$ cat config.mk
export PLATFORM = sky130hd
export DESIGN_NAME = option_word_decoder
export DESIGN_NICKNAME = d
export VERILOG_FILES = /design/src/core/option_word_pkg.sv /design/src/core/option_word_decoder.sv
export VERILOG_INCLUDE_DIRS = /design/src /design/src/core
export SDC_FILE = /design/constraint.sdc
export NUM_CORES = 1
export LEC_CHECK = 0
export BUFFER_PORTS_ARGS = -buffer_cell sky130_fd_sc_hd__buf_2
export CAP_MARGIN = 20
export CORE_MARGIN = 2
export CORE_UTILIZATION = 40
export CTS_BUF_LIST = sky130_fd_sc_hd__clkbuf_4 sky130_fd_sc_hd__clkbuf_8
export CTS_CLUSTER_SIZE = 40
export DETAILED_ROUTE_END_ITERATION = 7
export GPL_ROUTABILITY_DRIVEN = 0
export HOLD_SLACK_MARGIN = 0.06
export MAX_ROUTING_LAYER = met4
export PLACE_DENSITY = 0.67
export SLEW_MARGIN = 20
export SYNTH_ARGS = -nofsm -noshare
export SYNTH_HDL_FRONTEND = slang
export SYNTH_SLANG_ARGS = --single-unit
$ cat constraint.sdc
create_clock -name ref_clk -period 2.3 [get_ports ref_clk]
set_clock_uncertainty 0.2 [all_clocks]
set_input_delay 0 -clock ref_clk [delete_from_list [all_inputs] [get_ports ref_clk]]
set_output_delay 0 -clock ref_clk [all_outputs]
set_load 0.02 [all_outputs]
$ cat src/core/option_word_defs.svh
`ifndef OPTION_WORD_DEFS_SVH
`define OPTION_WORD_DEFS_SVH

// ----------------------------------------------------------------
// register map (private AHB-Lite window, byte addresses)
// ----------------------------------------------------------------
`define OFS_FIRST 12'h000
`define OFS_SECOND 12'h004
`define OFS_THIRD 12'h008
`define OFS_STATUS 12'h00c
`define OFS_RUNTIME_FREQ 12'h010

// ----------------------------------------------------------------
// first option word fields
// ----------------------------------------------------------------
`define W0_PULSE_WIDTH_BIT 11
`define W0_FILTER_DIS_BIT 10
`define W0_RESET_PIN_BIT 9
`define W0_UNUSED_HI 8
`define W0_UNUSED_LO 7
`define W0_WATCHDOG_BIT 6
`define W0_CLK_MODE_HI 5
`define W0_CLK_MODE_LO 3
`define W0_PROTECT_HI 2
`define W0_PROTECT_LO 0

// ----------------------------------------------------------------
// second option word fields
// ----------------------------------------------------------------
`define W1_FREQ_SRC_BIT 12
`define W1_TIMER_IN_BIT 11
`define W1_TRIM_HI 10
`define W1_TRIM_LO 4
`define W1_RC_FREQ_HI 3
`define W1_RC_FREQ_LO 2
`define W1_BROWNOUT_HI 1
`define W1_BROWNOUT_LO 0

// ----------------------------------------------------------------
// third option word fields
// ----------------------------------------------------------------
`define W2_SUB_TRIM_HI 12
`define W2_SUB_TRIM_LO 8
`define W2_TRANSIENT_BIT 7
`define W2_HOLD_HI 6
`define W2_HOLD_LO 5
`define W2_SUB_FREQ_BIT 4
`define W2_REGULATOR_BIT 3

// ----------------------------------------------------------------
// encodings and counts
// ----------------------------------------------------------------
`define RC_MODE_IO 3'h4
`define RC_MODE_CLKOUT 3'h5
`define PROTECT_ON_MASK 3'h6
`define RUNTIME_FREQ_HI 7
`define RUNTIME_FREQ_LO 6
`define PULSE_SHORT 6'h08
`define PULSE_LONG 6'h20
`define HOLD_4 6'h04
`define HOLD_8 6'h08
`define HOLD_16 6'h10
`define HOLD_32 6'h20
`define LOAD_CYCLES 4'h3

`endif

$ cat src/core/option_word_pkg.sv
package option_word_pkg;

  typedef enum logic [1:0] {
    FREQ_4MHZ = 2'h0,
    FREQ_1MHZ = 2'h1,
    FREQ_8MHZ = 2'h2,
    FREQ_455KHZ = 2'h3
  } rc_freq_e;

  typedef enum logic [1:0] {
    BROWNOUT_OFF = 2'h0,
    BROWNOUT_2V5 = 2'h1,
    BROWNOUT_2V9 = 2'h2,
    BROWNOUT_3V2 = 2'h3
  } brownout_e;

  typedef enum logic [1:0] {
    LD_IDLE = 2'h0,
    LD_LOAD = 2'h1,
    LD_DONE = 2'h3
  } load_state_e;

  // clock, pin and filter controls
  typedef struct packed {
    logic clk_mode_valid;
    logic internal_rc_clock;
    logic rc_clock_output;
    logic second_osc_pin_is_io;
    rc_freq_e rc_freq;
    logic [6:0] rc_trim_field;
    logic rc_regulator_enable;
    logic timer_ext_clock_in;
    logic reset_pin_enable;
    logic noise_filter_disable;
    logic [5:0] filter_pulse_len;
  } clk_pin_ctrl_s;

  // supervision and protection controls
  typedef struct packed {
    logic watchdog_on;
    logic readout_protect;
    brownout_e brownout_level;
    logic [5:0] hold_cycles;
    logic sub_osc_freq_sel;
    logic [4:0] sub_osc_trim;
    logic transient_immunity_sel;
  } sup_ctrl_s;

endpackage : option_word_pkg

$ cat src/core/option_word_decoder.sv
`timescale 1ns/1ps
`include "option_word_defs.svh"
// Notes on behaviour
// - mode bits 100 rc with pin io, 101 rc with clock out, rest reserved.
// - in any internal rc mode the second oscillator pin is plain io.
// - rc frequency 00 4 MHz, 01 1 MHz, 10 8 MHz, 11 455 kHz.
// - source bit 0 uses option field, 1 uses runtime register bits 7..6.
// - seven-bit trim from second word goes to the rc oscillator.
// - timer input bit 0 gives port pin, 1 gives timer external clock.
// - reset pin bit 1 gives external reset input, 0 port pin.
// - pulse width bit 1 accepts 8 clocks, 0 accepts 32 clocks.
// - noise filter enabled when bit is 0, bypassed when 1.
// - watchdog bit 1 turns watchdog on, 0 leaves it off.
// - protection off when all zero, on when upper two bits set.
// - brownout pair 00 off, 01 2.5V, 10 2.9V, 11 3.2V.
// - hold count 00 8, 01 4, 10 16, 11 32 cycles.
// - sub-clock select 0 gives 16 kHz, 1 gives 128 kHz.
// - five-bit trim from third word goes to the sub-oscillator.
// - regulator bit 1 powers rc regulator, 0 leaves it off.
// - option words cannot be read or written by the running program.
module option_word_decoder #(
  parameter int WORD_W = 13,
  parameter int LOAD_CYCLES = 3
) (
  input wire logic ref_clk,
  input wire logic rst_n,
  input wire logic [WORD_W-1:0] option_config_first,
  input wire logic [WORD_W-1:0] option_config_second,
  input wire logic [WORD_W-1:0] option_config_third,
  input wire logic hsel,
  input wire logic [11:0] haddr,
  input wire logic [1:0] htrans,
  input wire logic hwrite,
  input wire logic [2:0] hsize,
  input wire logic [31:0] hwdata,
  input wire logic hready,
  output logic [31:0] hrdata,
  output logic hreadyout,
  output logic hresp,
  output logic core_rst_n,
  output option_word_pkg::clk_pin_ctrl_s clk_pin_ctrl,
  output option_word_pkg::sup_ctrl_s sup_ctrl
);
  import option_word_pkg::*;

  // ----------------------------------------------------------------
  // elaboration checks
  // ----------------------------------------------------------------
  if (WORD_W != 13)
  begin : g_bad_width
    $error("option words must be 13 bits wide");
  end
  if (LOAD_CYCLES < 1 || LOAD_CYCLES > 15)
  begin : g_bad_load
    $error("load cycles must lie in 1..15");
  end

  // ----------------------------------------------------------------
  // capture sequence
  // ----------------------------------------------------------------
  load_state_e state_q;
  logic [3:0] load_cnt_q;
  logic [WORD_W-1:0] word0_q;
  logic [WORD_W-1:0] word1_q;
  logic [WORD_W-1:0] word2_q;
  logic [1:0] runtime_freq_q;

  // sample words while the core is held, then freeze them
  always_ff @(posedge ref_clk or negedge rst_n)
  begin
    if (!rst_n)
    begin
      state_q <= LD_IDLE;
      load_cnt_q <= 4'h0;
    end
    else
    begin
      case (state_q)
        LD_IDLE:
        begin
          state_q <= LD_LOAD;
          load_cnt_q <= 4'h0;
        end
        LD_LOAD:
        begin
          load_cnt_q <= load_cnt_q + 4'h1;
          if (load_cnt_q == 4'(LOAD_CYCLES - 1))
            state_q <= LD_DONE;
        end
        LD_DONE: state_q <= LD_DONE;
        default: state_q <= LD_IDLE;
      endcase
    end
  end

  // words are latched only in the load state, so the core never sees a change
  always_ff @(posedge ref_clk or negedge rst_n)
  begin
    if (!rst_n)
    begin
      word0_q <= '0;
      word1_q <= '0;
      word2_q <= '0;
    end
    else if (state_q == LD_LOAD)
    begin
      word0_q <= option_config_first;
      word1_q <= option_config_second;
      word2_q <= option_config_third;
    end
  end

  // core reset held until the decoded controls are final when LOAD_CYCLES is 2 or more
  assign core_rst_n = (state_q == LD_DONE);

  // ----------------------------------------------------------------
  // decode helpers
  // ----------------------------------------------------------------
  function automatic logic [5:0] hold_len(input logic [1:0] sel);
    case (sel)
      2'h0: hold_len = `HOLD_8;
      2'h1: hold_len = `HOLD_4;
      2'h2: hold_len = `HOLD_16;
      default: hold_len = `HOLD_32;
    endcase
  endfunction : hold_len

  // ----------------------------------------------------------------
  // clock and pin controls
  // ----------------------------------------------------------------
  logic [2:0] clk_mode_sel;
  logic rc_mode;
  logic freq_source_select;
  assign clk_mode_sel = word0_q[`W0_CLK_MODE_HI:`W0_CLK_MODE_LO];
  assign rc_mode = (clk_mode_sel == `RC_MODE_IO) || (clk_mode_sel == `RC_MODE_CLKOUT);
  assign freq_source_select = word1_q[`W1_FREQ_SRC_BIT];

  // registered outputs; reserved modes deselect the rc and clear clk_mode_valid
  always_ff @(posedge ref_clk or negedge rst_n)
  begin
    if (!rst_n)
      clk_pin_ctrl <= '0;
    else
    begin
      clk_pin_ctrl.clk_mode_valid <= rc_mode;
      clk_pin_ctrl.internal_rc_clock <= rc_mode;
      clk_pin_ctrl.rc_clock_output <= (clk_mode_sel == `RC_MODE_CLKOUT);
      clk_pin_ctrl.second_osc_pin_is_io <= rc_mode;
      if (freq_source_select)
        clk_pin_ctrl.rc_freq <= rc_freq_e'(runtime_freq_q);
      else
        clk_pin_ctrl.rc_freq <= rc_freq_e'(word1_q[`W1_RC_FREQ_HI:`W1_RC_FREQ_LO]);
      clk_pin_ctrl.rc_trim_field <= word1_q[`W1_TRIM_HI:`W1_TRIM_LO];
      clk_pin_ctrl.rc_regulator_enable <= word2_q[`W2_REGULATOR_BIT];
      clk_pin_ctrl.timer_ext_clock_in <= word1_q[`W1_TIMER_IN_BIT];
      clk_pin_ctrl.reset_pin_enable <= word0_q[`W0_RESET_PIN_BIT];
      clk_pin_ctrl.noise_filter_disable <= word0_q[`W0_FILTER_DIS_BIT];
      clk_pin_ctrl.filter_pulse_len <= word0_q[`W0_PULSE_WIDTH_BIT] ?
                                       `PULSE_SHORT : `PULSE_LONG;
    end
  end

  // ----------------------------------------------------------------
  // supervision controls
  // ----------------------------------------------------------------
  always_ff @(posedge ref_clk or negedge rst_n)
  begin
    if (!rst_n)
      sup_ctrl <= '0;
    else
    begin
      sup_ctrl.watchdog_on <= word0_q[`W0_WATCHDOG_BIT];
      // any upper-two-set pattern protects; anything else treated as open
      sup_ctrl.readout_protect <= ((word0_q[`W0_PROTECT_HI:`W0_PROTECT_LO] &
                                    `PROTECT_ON_MASK) == `PROTECT_ON_MASK);
      sup_ctrl.brownout_level <= brownout_e'(word1_q[`W1_BROWNOUT_HI:`W1_BROWNOUT_LO]);
      sup_ctrl.hold_cycles <= hold_len(word2_q[`W2_HOLD_HI:`W2_HOLD_LO]);
      sup_ctrl.sub_osc_freq_sel <= word2_q[`W2_SUB_FREQ_BIT];
      sup_ctrl.sub_osc_trim <= word2_q[`W2_SUB_TRIM_HI:`W2_SUB_TRIM_LO];
      sup_ctrl.transient_immunity_sel <= word2_q[`W2_TRANSIENT_BIT];
    end
  end

  // ----------------------------------------------------------------
  // AHB-Lite slave: zero wait states, always OKAY
  // ----------------------------------------------------------------
  logic dph_q;
  logic dph_write_q;
  logic [11:0] dph_addr_q;

  assign hreadyout = 1'b1;
  assign hresp = 1'b0;

  // address phase capture
  always_ff @(posedge ref_clk or negedge rst_n)
  begin
    if (!rst_n)
    begin
      dph_q <= 1'b0;
      dph_write_q <= 1'b0;
      dph_addr_q <= 12'h000;
    end
    else if (hready)
    begin
      dph_q <= hsel && htrans[1];
      dph_write_q <= hwrite;
      dph_addr_q <= haddr;
    end
  end

  // runtime frequency register, the only writable word
  always_ff @(posedge ref_clk or negedge rst_n)
  begin
    if (!rst_n)
      runtime_freq_q <= 2'h0;
    else if (dph_q && dph_write_q && dph_addr_q == `OFS_RUNTIME_FREQ)
      runtime_freq_q <= hwdata[`RUNTIME_FREQ_HI:`RUNTIME_FREQ_LO];
  end

  // option words read back only while the core is held in reset
  always_ff @(posedge ref_clk or negedge rst_n)
  begin
    if (!rst_n)
      hrdata <= 32'h0000_0000;
    else if (hready && hsel && htrans[1] && !hwrite)
    begin
      case (haddr)
        `OFS_FIRST: hrdata <= core_rst_n ? 32'h0 : {19'h0, word0_q};
        `OFS_SECOND: hrdata <= core_rst_n ? 32'h0 : {19'h0, word1_q};
        `OFS_THIRD: hrdata <= core_rst_n ? 32'h0 : {19'h0, word2_q};
        `OFS_STATUS: hrdata <= {29'h0, rc_mode, state_q};
        `OFS_RUNTIME_FREQ: hrdata <= {24'h0, runtime_freq_q, 6'h00};
        default: hrdata <= 32'h0000_0000;
      endcase
    end
  end

endmodule : option_word_decoder

==> flow_summary.yaml, run 1 <==
clocking:
  clk_latency_ns: 0.38
  clkSlewWorstSetupHoldPaths_ns: 0.10
  cts_max_level: 3
  clock-sinks: 106
  cts-root-buf: "clkbuf_8"
  cts_tree: "yes"
  cts_buffers: 9
  cts_setup_buffers: 0
  clock_path_buffers: 2
worst_setup_path:
  crit_buf_inv: 1
  crit_type: "reg -> reg"
  cp_max_fo: 4
  critPathTopFamily: "buffers and inverters"
  critPathArrivalTime_ns: 2.23
  end_kind: "register"
  critPathMaxStageDelay_ns: 0.57
  cp_slowest_cell: "dlygate4sd3_1"
  crit_required_ns: 2.42
  cp_cell_sequence: "nor2b_1 > mux4_2 > nand2_1 > o31ai_1 > dlygate4sd3_1"
  cp-start-kind: "register"
placement:
  pre_cts_ws_ns: 0.581
  port_buffers: 106
  dp_hpwl_mm: 6.92
global_route:
  antenna_found_initial: 0
  use_met1: 0.249
  grt_pass1_wl_mm: 16.6
  grt_pass1_vias: 3394
  busiest_layer: "met2"
  grt_start_max_net_pins: 49
  grt.met2_usage: 0.301
  grtUsageMet3: 0.0335
  gr-total-overflow: 0
  grt_use_total: 0.190
cells_and_area:
  fin_nets: 678
  most-common-layout-cells: "nand2_1 (134), dfrtp_1 (106), buf_2 (105)"
  final_common_cell: "nand2_1"
  final_util: 0.551
  drive_gt1_frac: 0.269
  areaGrowthSynthToFinish_pct: 35.1
  diodes: 0
timing:
  whs_ns: 0.106
  finalHoldViolCount: 0
  worstMarginPinSlew_ns: 0.559
  setup_ws_ns: 0.188
  period_share: 0.918
  fin_crit_ns: 2.11
  slew_violations: 0
  rsz0062_at_grt: "false"
  setup_tns_ns: 0
  finalSetupViolations: 0
  relSlewSlack: 0.628
  fmax_ghz: 0.474
floorplan:
  num_io_pins: 168
  core_area_um2: 10800
  dieArea_um2: 11900
  die_h_um: 109
  die_w_um: 109
  placementRows: 38
  start_util: 0.408
yosys:
  synth_cell_type_count: 40
  ys_ff_latch: 106
  synth_area_per_cell_um2: 10.8
  ys.flop_type: "dfrtp_1"
  syn_area_um2: 4400
  synth_edf_count: 0
  syn_inst: 407
  synth-seq-area-share: 0.603
  async_flop_share: 1.00
  ys_warn_count: 0
power:
  powerDensity_nw_per_um2: 618
  p_leak_nw: 2.99
  ir_worst_vdd_uv: 302
route:
  wl_per_cell_um: 14.2
  viasPerCell: 4.60
  vias: 3352
  drc: 0
  wl_mm: 10.4
  antenna_left: 0
  drt-pass1-iter-count: 4
  drt_iter0_drc: 126
hold_path:
  hold_class: "in -> reg"
run:
  drv_cap: 0
outcome:
  outcome: "finished clean"
-- metal layers --
layer,share of wire,up-vias
li1,-,1628
met1,0.47,1603
met2,0.47,112
met3,0.047,9
met4,0.011,0
met5,0,-
-- synth_stat cells (2+ instances only) --
| master | n | area [um2] |
|---|---|---|
| a22o_1 | 2 | 17.5 |
| nand2_1 | 134 | 503 |
| o21ai_0 | 5 | 25.0 |
| mux2_2 | 18 | 203 |
| mux2i_1 | 10 | 100 |
| o32a_1 | 3 | 30.0 |
| nor4_1 | 2 | 12.5 |
| and2_1 | 3 | 18.8 |
| buf_2 | 3 | 15.0 |
| buf_4 | 30 | 225 |
| nand3_1 | 3 | 15.0 |
| nand2b_1 | 2 | 12.5 |
| a21oi_1 | 9 | 45.0 |
| dfrtp_1 | 106 | 2650 |
| conb_1 | 2 | 7.51 |
| nand4b_1 | 3 | 26.3 |
| nor2b_1 | 6 | 37.5 |
| ha_1 | 2 | 25.0 |
| nor2_1 | 13 | 48.8 |
| o21ai_1 | 12 | 60.1 |
| clkbuf_1 | 12 | 45.0 |
| mux4_2 | 3 | 67.6 |
| inv_1 | 6 | 22.5 |
| or3_1 | 2 | 12.5 |
-- cells by family (layout without fill, tap and decap cells) --
logic type,after synthesis,after routing,synth area share
simple gates,178,178,0.184
flops,106,106,0.603
buf+inv,52,208,0.0708
compound gates,36,36,0.0506
mux,31,31,0.0842
fa+ha+maj,2,2,0.00569
other cells,2,27,0.00171
-- worst paths after layout --
check	from	to	slack, ns	cells past startpoint
setup / recovery	word0_q[4]$_DFFE_PN0P_	hrdata[2]$_DFFE_PN0P_	0.19	5
hold / removal	haddr[3]	dph_addr_q[3]$_DFFE_PN0P_	0.11	2
setup reg to reg	word0_q[4]$_DFFE_PN0P_	hrdata[2]$_DFFE_PN0P_	0.19	5
hold reg to reg	word0_q[6]$_DFFE_PN0P_	sup_ctrl[16]$_DFF_PN0_	0.20	0
max in group asynchronous	rst_n	hrdata[6]$_DFFE_PN0P_	1.16	4
min in group asynchronous	rst_n	clk_pin_ctrl[3]$_DFF_PN0_	0.51	4
-- final cells by class --
type / count / area (um2)
Timing Repair Buffer: 186 / 1350
Clock buffer: 10 / 138
Tap cell: 140 / 175
Clock inverter: 6 / 71.3
Fill cell: 929 / 4850
Multi-Input combinational cell: 274 / 1540
Inverter: 6 / 22.5
Sequential cell: 106 / 2650
-- flip-flops by register name, indices dropped and copies added (netlist names) --
signal	count
dph_q	1
hrdata	13
word1_q	13
clk_pin_ctrl	17
state_q	2
runtime_freq_q	2
sup_ctrl	15
word0_q	13
dph_write_q	1
load_cnt_q	4
word2_q	13
dph_addr_q	12
-- report_power, final --
part	total [mW]	internal [mW]	switching (mW)
logic	0.467	0.225	0.242
clock network	1.20	0.547	0.658
registers	2.00	1.95	0.0523
-- per-stage QoR --
stage | cells | area [um2] | total power [mW]
global route | 728 | 5950 | 3.84
CTS | 728 | 5950 | 3.70
floorplan | 432 | 4490 | 2.26
detailed placement | 640 | 5010 | 2.40
finish | 728 | 5950 | 3.68
global placement | 640 | 5010 | 2.39
-- timing repair --
action | in CTS | in global routing
hold buffers | 72 | 0
hold endpoints to repair | 174 | 0
resized for setup | 0 | 0
(Power assumes the default switching activity.)
==> run 2, diff against run 1 <==
- PLACE_DENSITY: 0.67 -> 0.7
- clock period: 2.3 -> 1.93 ns (I/O delays scaled with it)
==> run 2 against run 1 <==
  * Non-clock buffer count is 3 higher
  * Power up 22%
  * Die area unchanged
  * Global-route usage fell by 0.20 points
  * Combinational power rose by 19%
  * Sequential share of layout area is 0.29 points lower
  * Sequential power rose by 20%
  * Critical path type is now in -> reg
  * Critical endpoint is now dph_q$_DFFE_PN0P_
==> flow_summary.yaml, run 2 (same netlist as run 1, synthesis figures left out) <==
global_route:
  gr-total-overflow: 0
  grt_use_total: 0.188
  antenna_found_initial: 1
  grt_pass1_wl_mm: 16.6
  grt_start_max_net_pins: 57
  grt_pass1_vias: 3270
worst_setup_path:
  cp_max_fo: 2
  crit_required_ns: 1.98
  cp_slowest_cell: "dlygate4sd3_1"
  critPathMaxStageDelay_ns: 0.56
  cp_common_cell: "dlygate4sd3_1"
  end_kind: "register"
  critPathArrivalTime_ns: 1.93
  crit_type: "in -> reg"
  cp_cell_sequence: "dlygate4sd3_1 > buf_2 > nand3_1 > dlygate4sd3_1 > o21ai_0 > dlygate4sd3_1"
  cp-start-kind: "primary input"
  critPathTopFamily: "buffers and inverters"
  crit_buf_inv: 4
route:
  viasPerCell: 4.59
  antenna_left: 0
  drc: 0
  wl_per_cell_um: 14.0
  wl_mm: 10.2
  vias: 3361
  drt-pass1-iter-count: 4
  drt_iter0_drc: 162
run:
  drv_cap: 0
floorplan:
  start_util: 0.408
  core_area_um2: 10800
  die_h_um: 109
  num_io_pins: 168
  placementRows: 38
  die_w_um: 109
  dieArea_um2: 11900
clocking:
  clkSlewWorstSetupHoldPaths_ns: 0.10
  cts_buffers: 9
  clk_latency_ns: 0.36
  cts_tree: "yes"
  cts_max_level: 3
  cts_setup_buffers: 0
  clock-sinks: 106
  clock_path_buffers: 2
  cts-root-buf: "clkbuf_8"
cells_and_area:
  final_common_cell: "nand2_1"
  drive_gt1_frac: 0.271
  areaGrowthSynthToFinish_pct: 36.0
  final_cell_count_no_fill: 732
  most-common-layout-cells: "nand2_1 (134), dfrtp_1 (106), buf_2 (105)"
  reg_top3: "clk_pin_ctrl (17), sup_ctrl (15)"
  fin_nets: 681
  largest_reg_flops: 17
  regMostFlops: "clk_pin_ctrl"
power:
  ir_worst_vdd_uv: 420
  powerDensity_nw_per_um2: 749
  p_leak_nw: 3.01
timing:
  fmax_ghz: 0.532
  setup_tns_ns: 0
  slew_violations: 0
  worstMarginPinSlew_ns: 0.815
  finalHoldViolCount: 0
  relSlewSlack: 0.456
  finalSetupViolations: 0
  period_share: 0.974
  rsz0062_at_grt: "false"
  fin_crit_ns: 1.88
placement:
  post-place-cells: 643
  port_buffers: 106
  dp_hpwl_mm: 6.94
outcome:
  outcome: "finished clean"
hold_path:
  hold_class: "in -> reg"
run 2: changes by cell type in the layout (fill, tap and decap cells not counted), sizes merged:
cell / change
buf: +2
clkbuf: +2
clkinvlp: -1
inv: -3
bufinv: +1
diode: +1
dlygate4sd3: +1
clkinv: +1
run 2: layer usage:
metal,up-vias,wire length [um],GRT usage
li1,1634,-,-
met1,1604,4780,0.257
met2,110,4730,0.285
met3,13,577,0.0293
met4,0,163,0.0641
met5,-,0,-
run 2: layout make-up:
type                       instances  area, um2
multi-input combinational        274       1540
inverter                           6       22.5
antenna                            1       2.50
sequential                       106       2650
fill                             937       4810
clock buffer                      12        159
tap                              140        175
clock inverter                     4       73.8
timing repair buffer             189       1360
run 2: final timing paths:
check | start | endpoint | slack (ns) | depth (start not counted)
worst max-delay path | htrans[1] | dph_q$_DFFE_PN0P_ | 0.05 | 6
worst min-delay path | haddr[3] | hrdata[0]$_DFFE_PN0P_ | 0.08 | 4
worst max register to register | dph_addr_q[6]$_DFFE_PN0P_ | runtime_freq_q[0]$_DFFE_PN0P_ | 0.18 | 4
worst min register to register | word0_q[9]$_DFFE_PN0P_ | clk_pin_ctrl[7]$_DFF_PN0_ | 0.21 | 0
max in group asynchronous | rst_n | word1_q[3]$_DFFE_PN0P_ | 0.43 | 4
min in group asynchronous | rst_n | clk_pin_ctrl[3]$_DFF_PN0_ | 0.45 | 3
run 2: per-stage QoR:
step           utilization  power (mW)  setup slack (ns)  hold slack, ns  instance area [um2]
2_1_floorplan            -        2.70             0.426          -0.496                 4490
3_3_place_gp         0.466        2.85             0.244          -0.231                 5030
3_5_place_dp         0.466        2.86             0.193          -0.226                 5030
4_1_cts              0.554        4.53             0.128          0.0838                 5980
5_1_grt              0.554        4.69            0.0360          0.0909                 5980
6_report             0.554        4.48            0.0501          0.0820                 5980
run 2: repair_timing:
action                                 CTS  global route
resized for setup                        0             0
hold buffers                            72             0
endpoints found under the hold margin  174             0
run 2: power by group:
group / total, mW / switching, mW / internal [mW]
clock: 1.54 / 0.721 / 0.817
sequential: 2.39 / 0.0613 / 2.33
combinational: 0.556 / 0.288 / 0.268
total: 4.48 / 1.07 / 3.41
run 2: worst reg2reg max path, cell delays in order (launching register included):
cell	delay (ns)
dfrtp_1	0.40
nor4_1	0.34
and4b_1	0.25
nand4_1	0.15
mux2_2	0.31
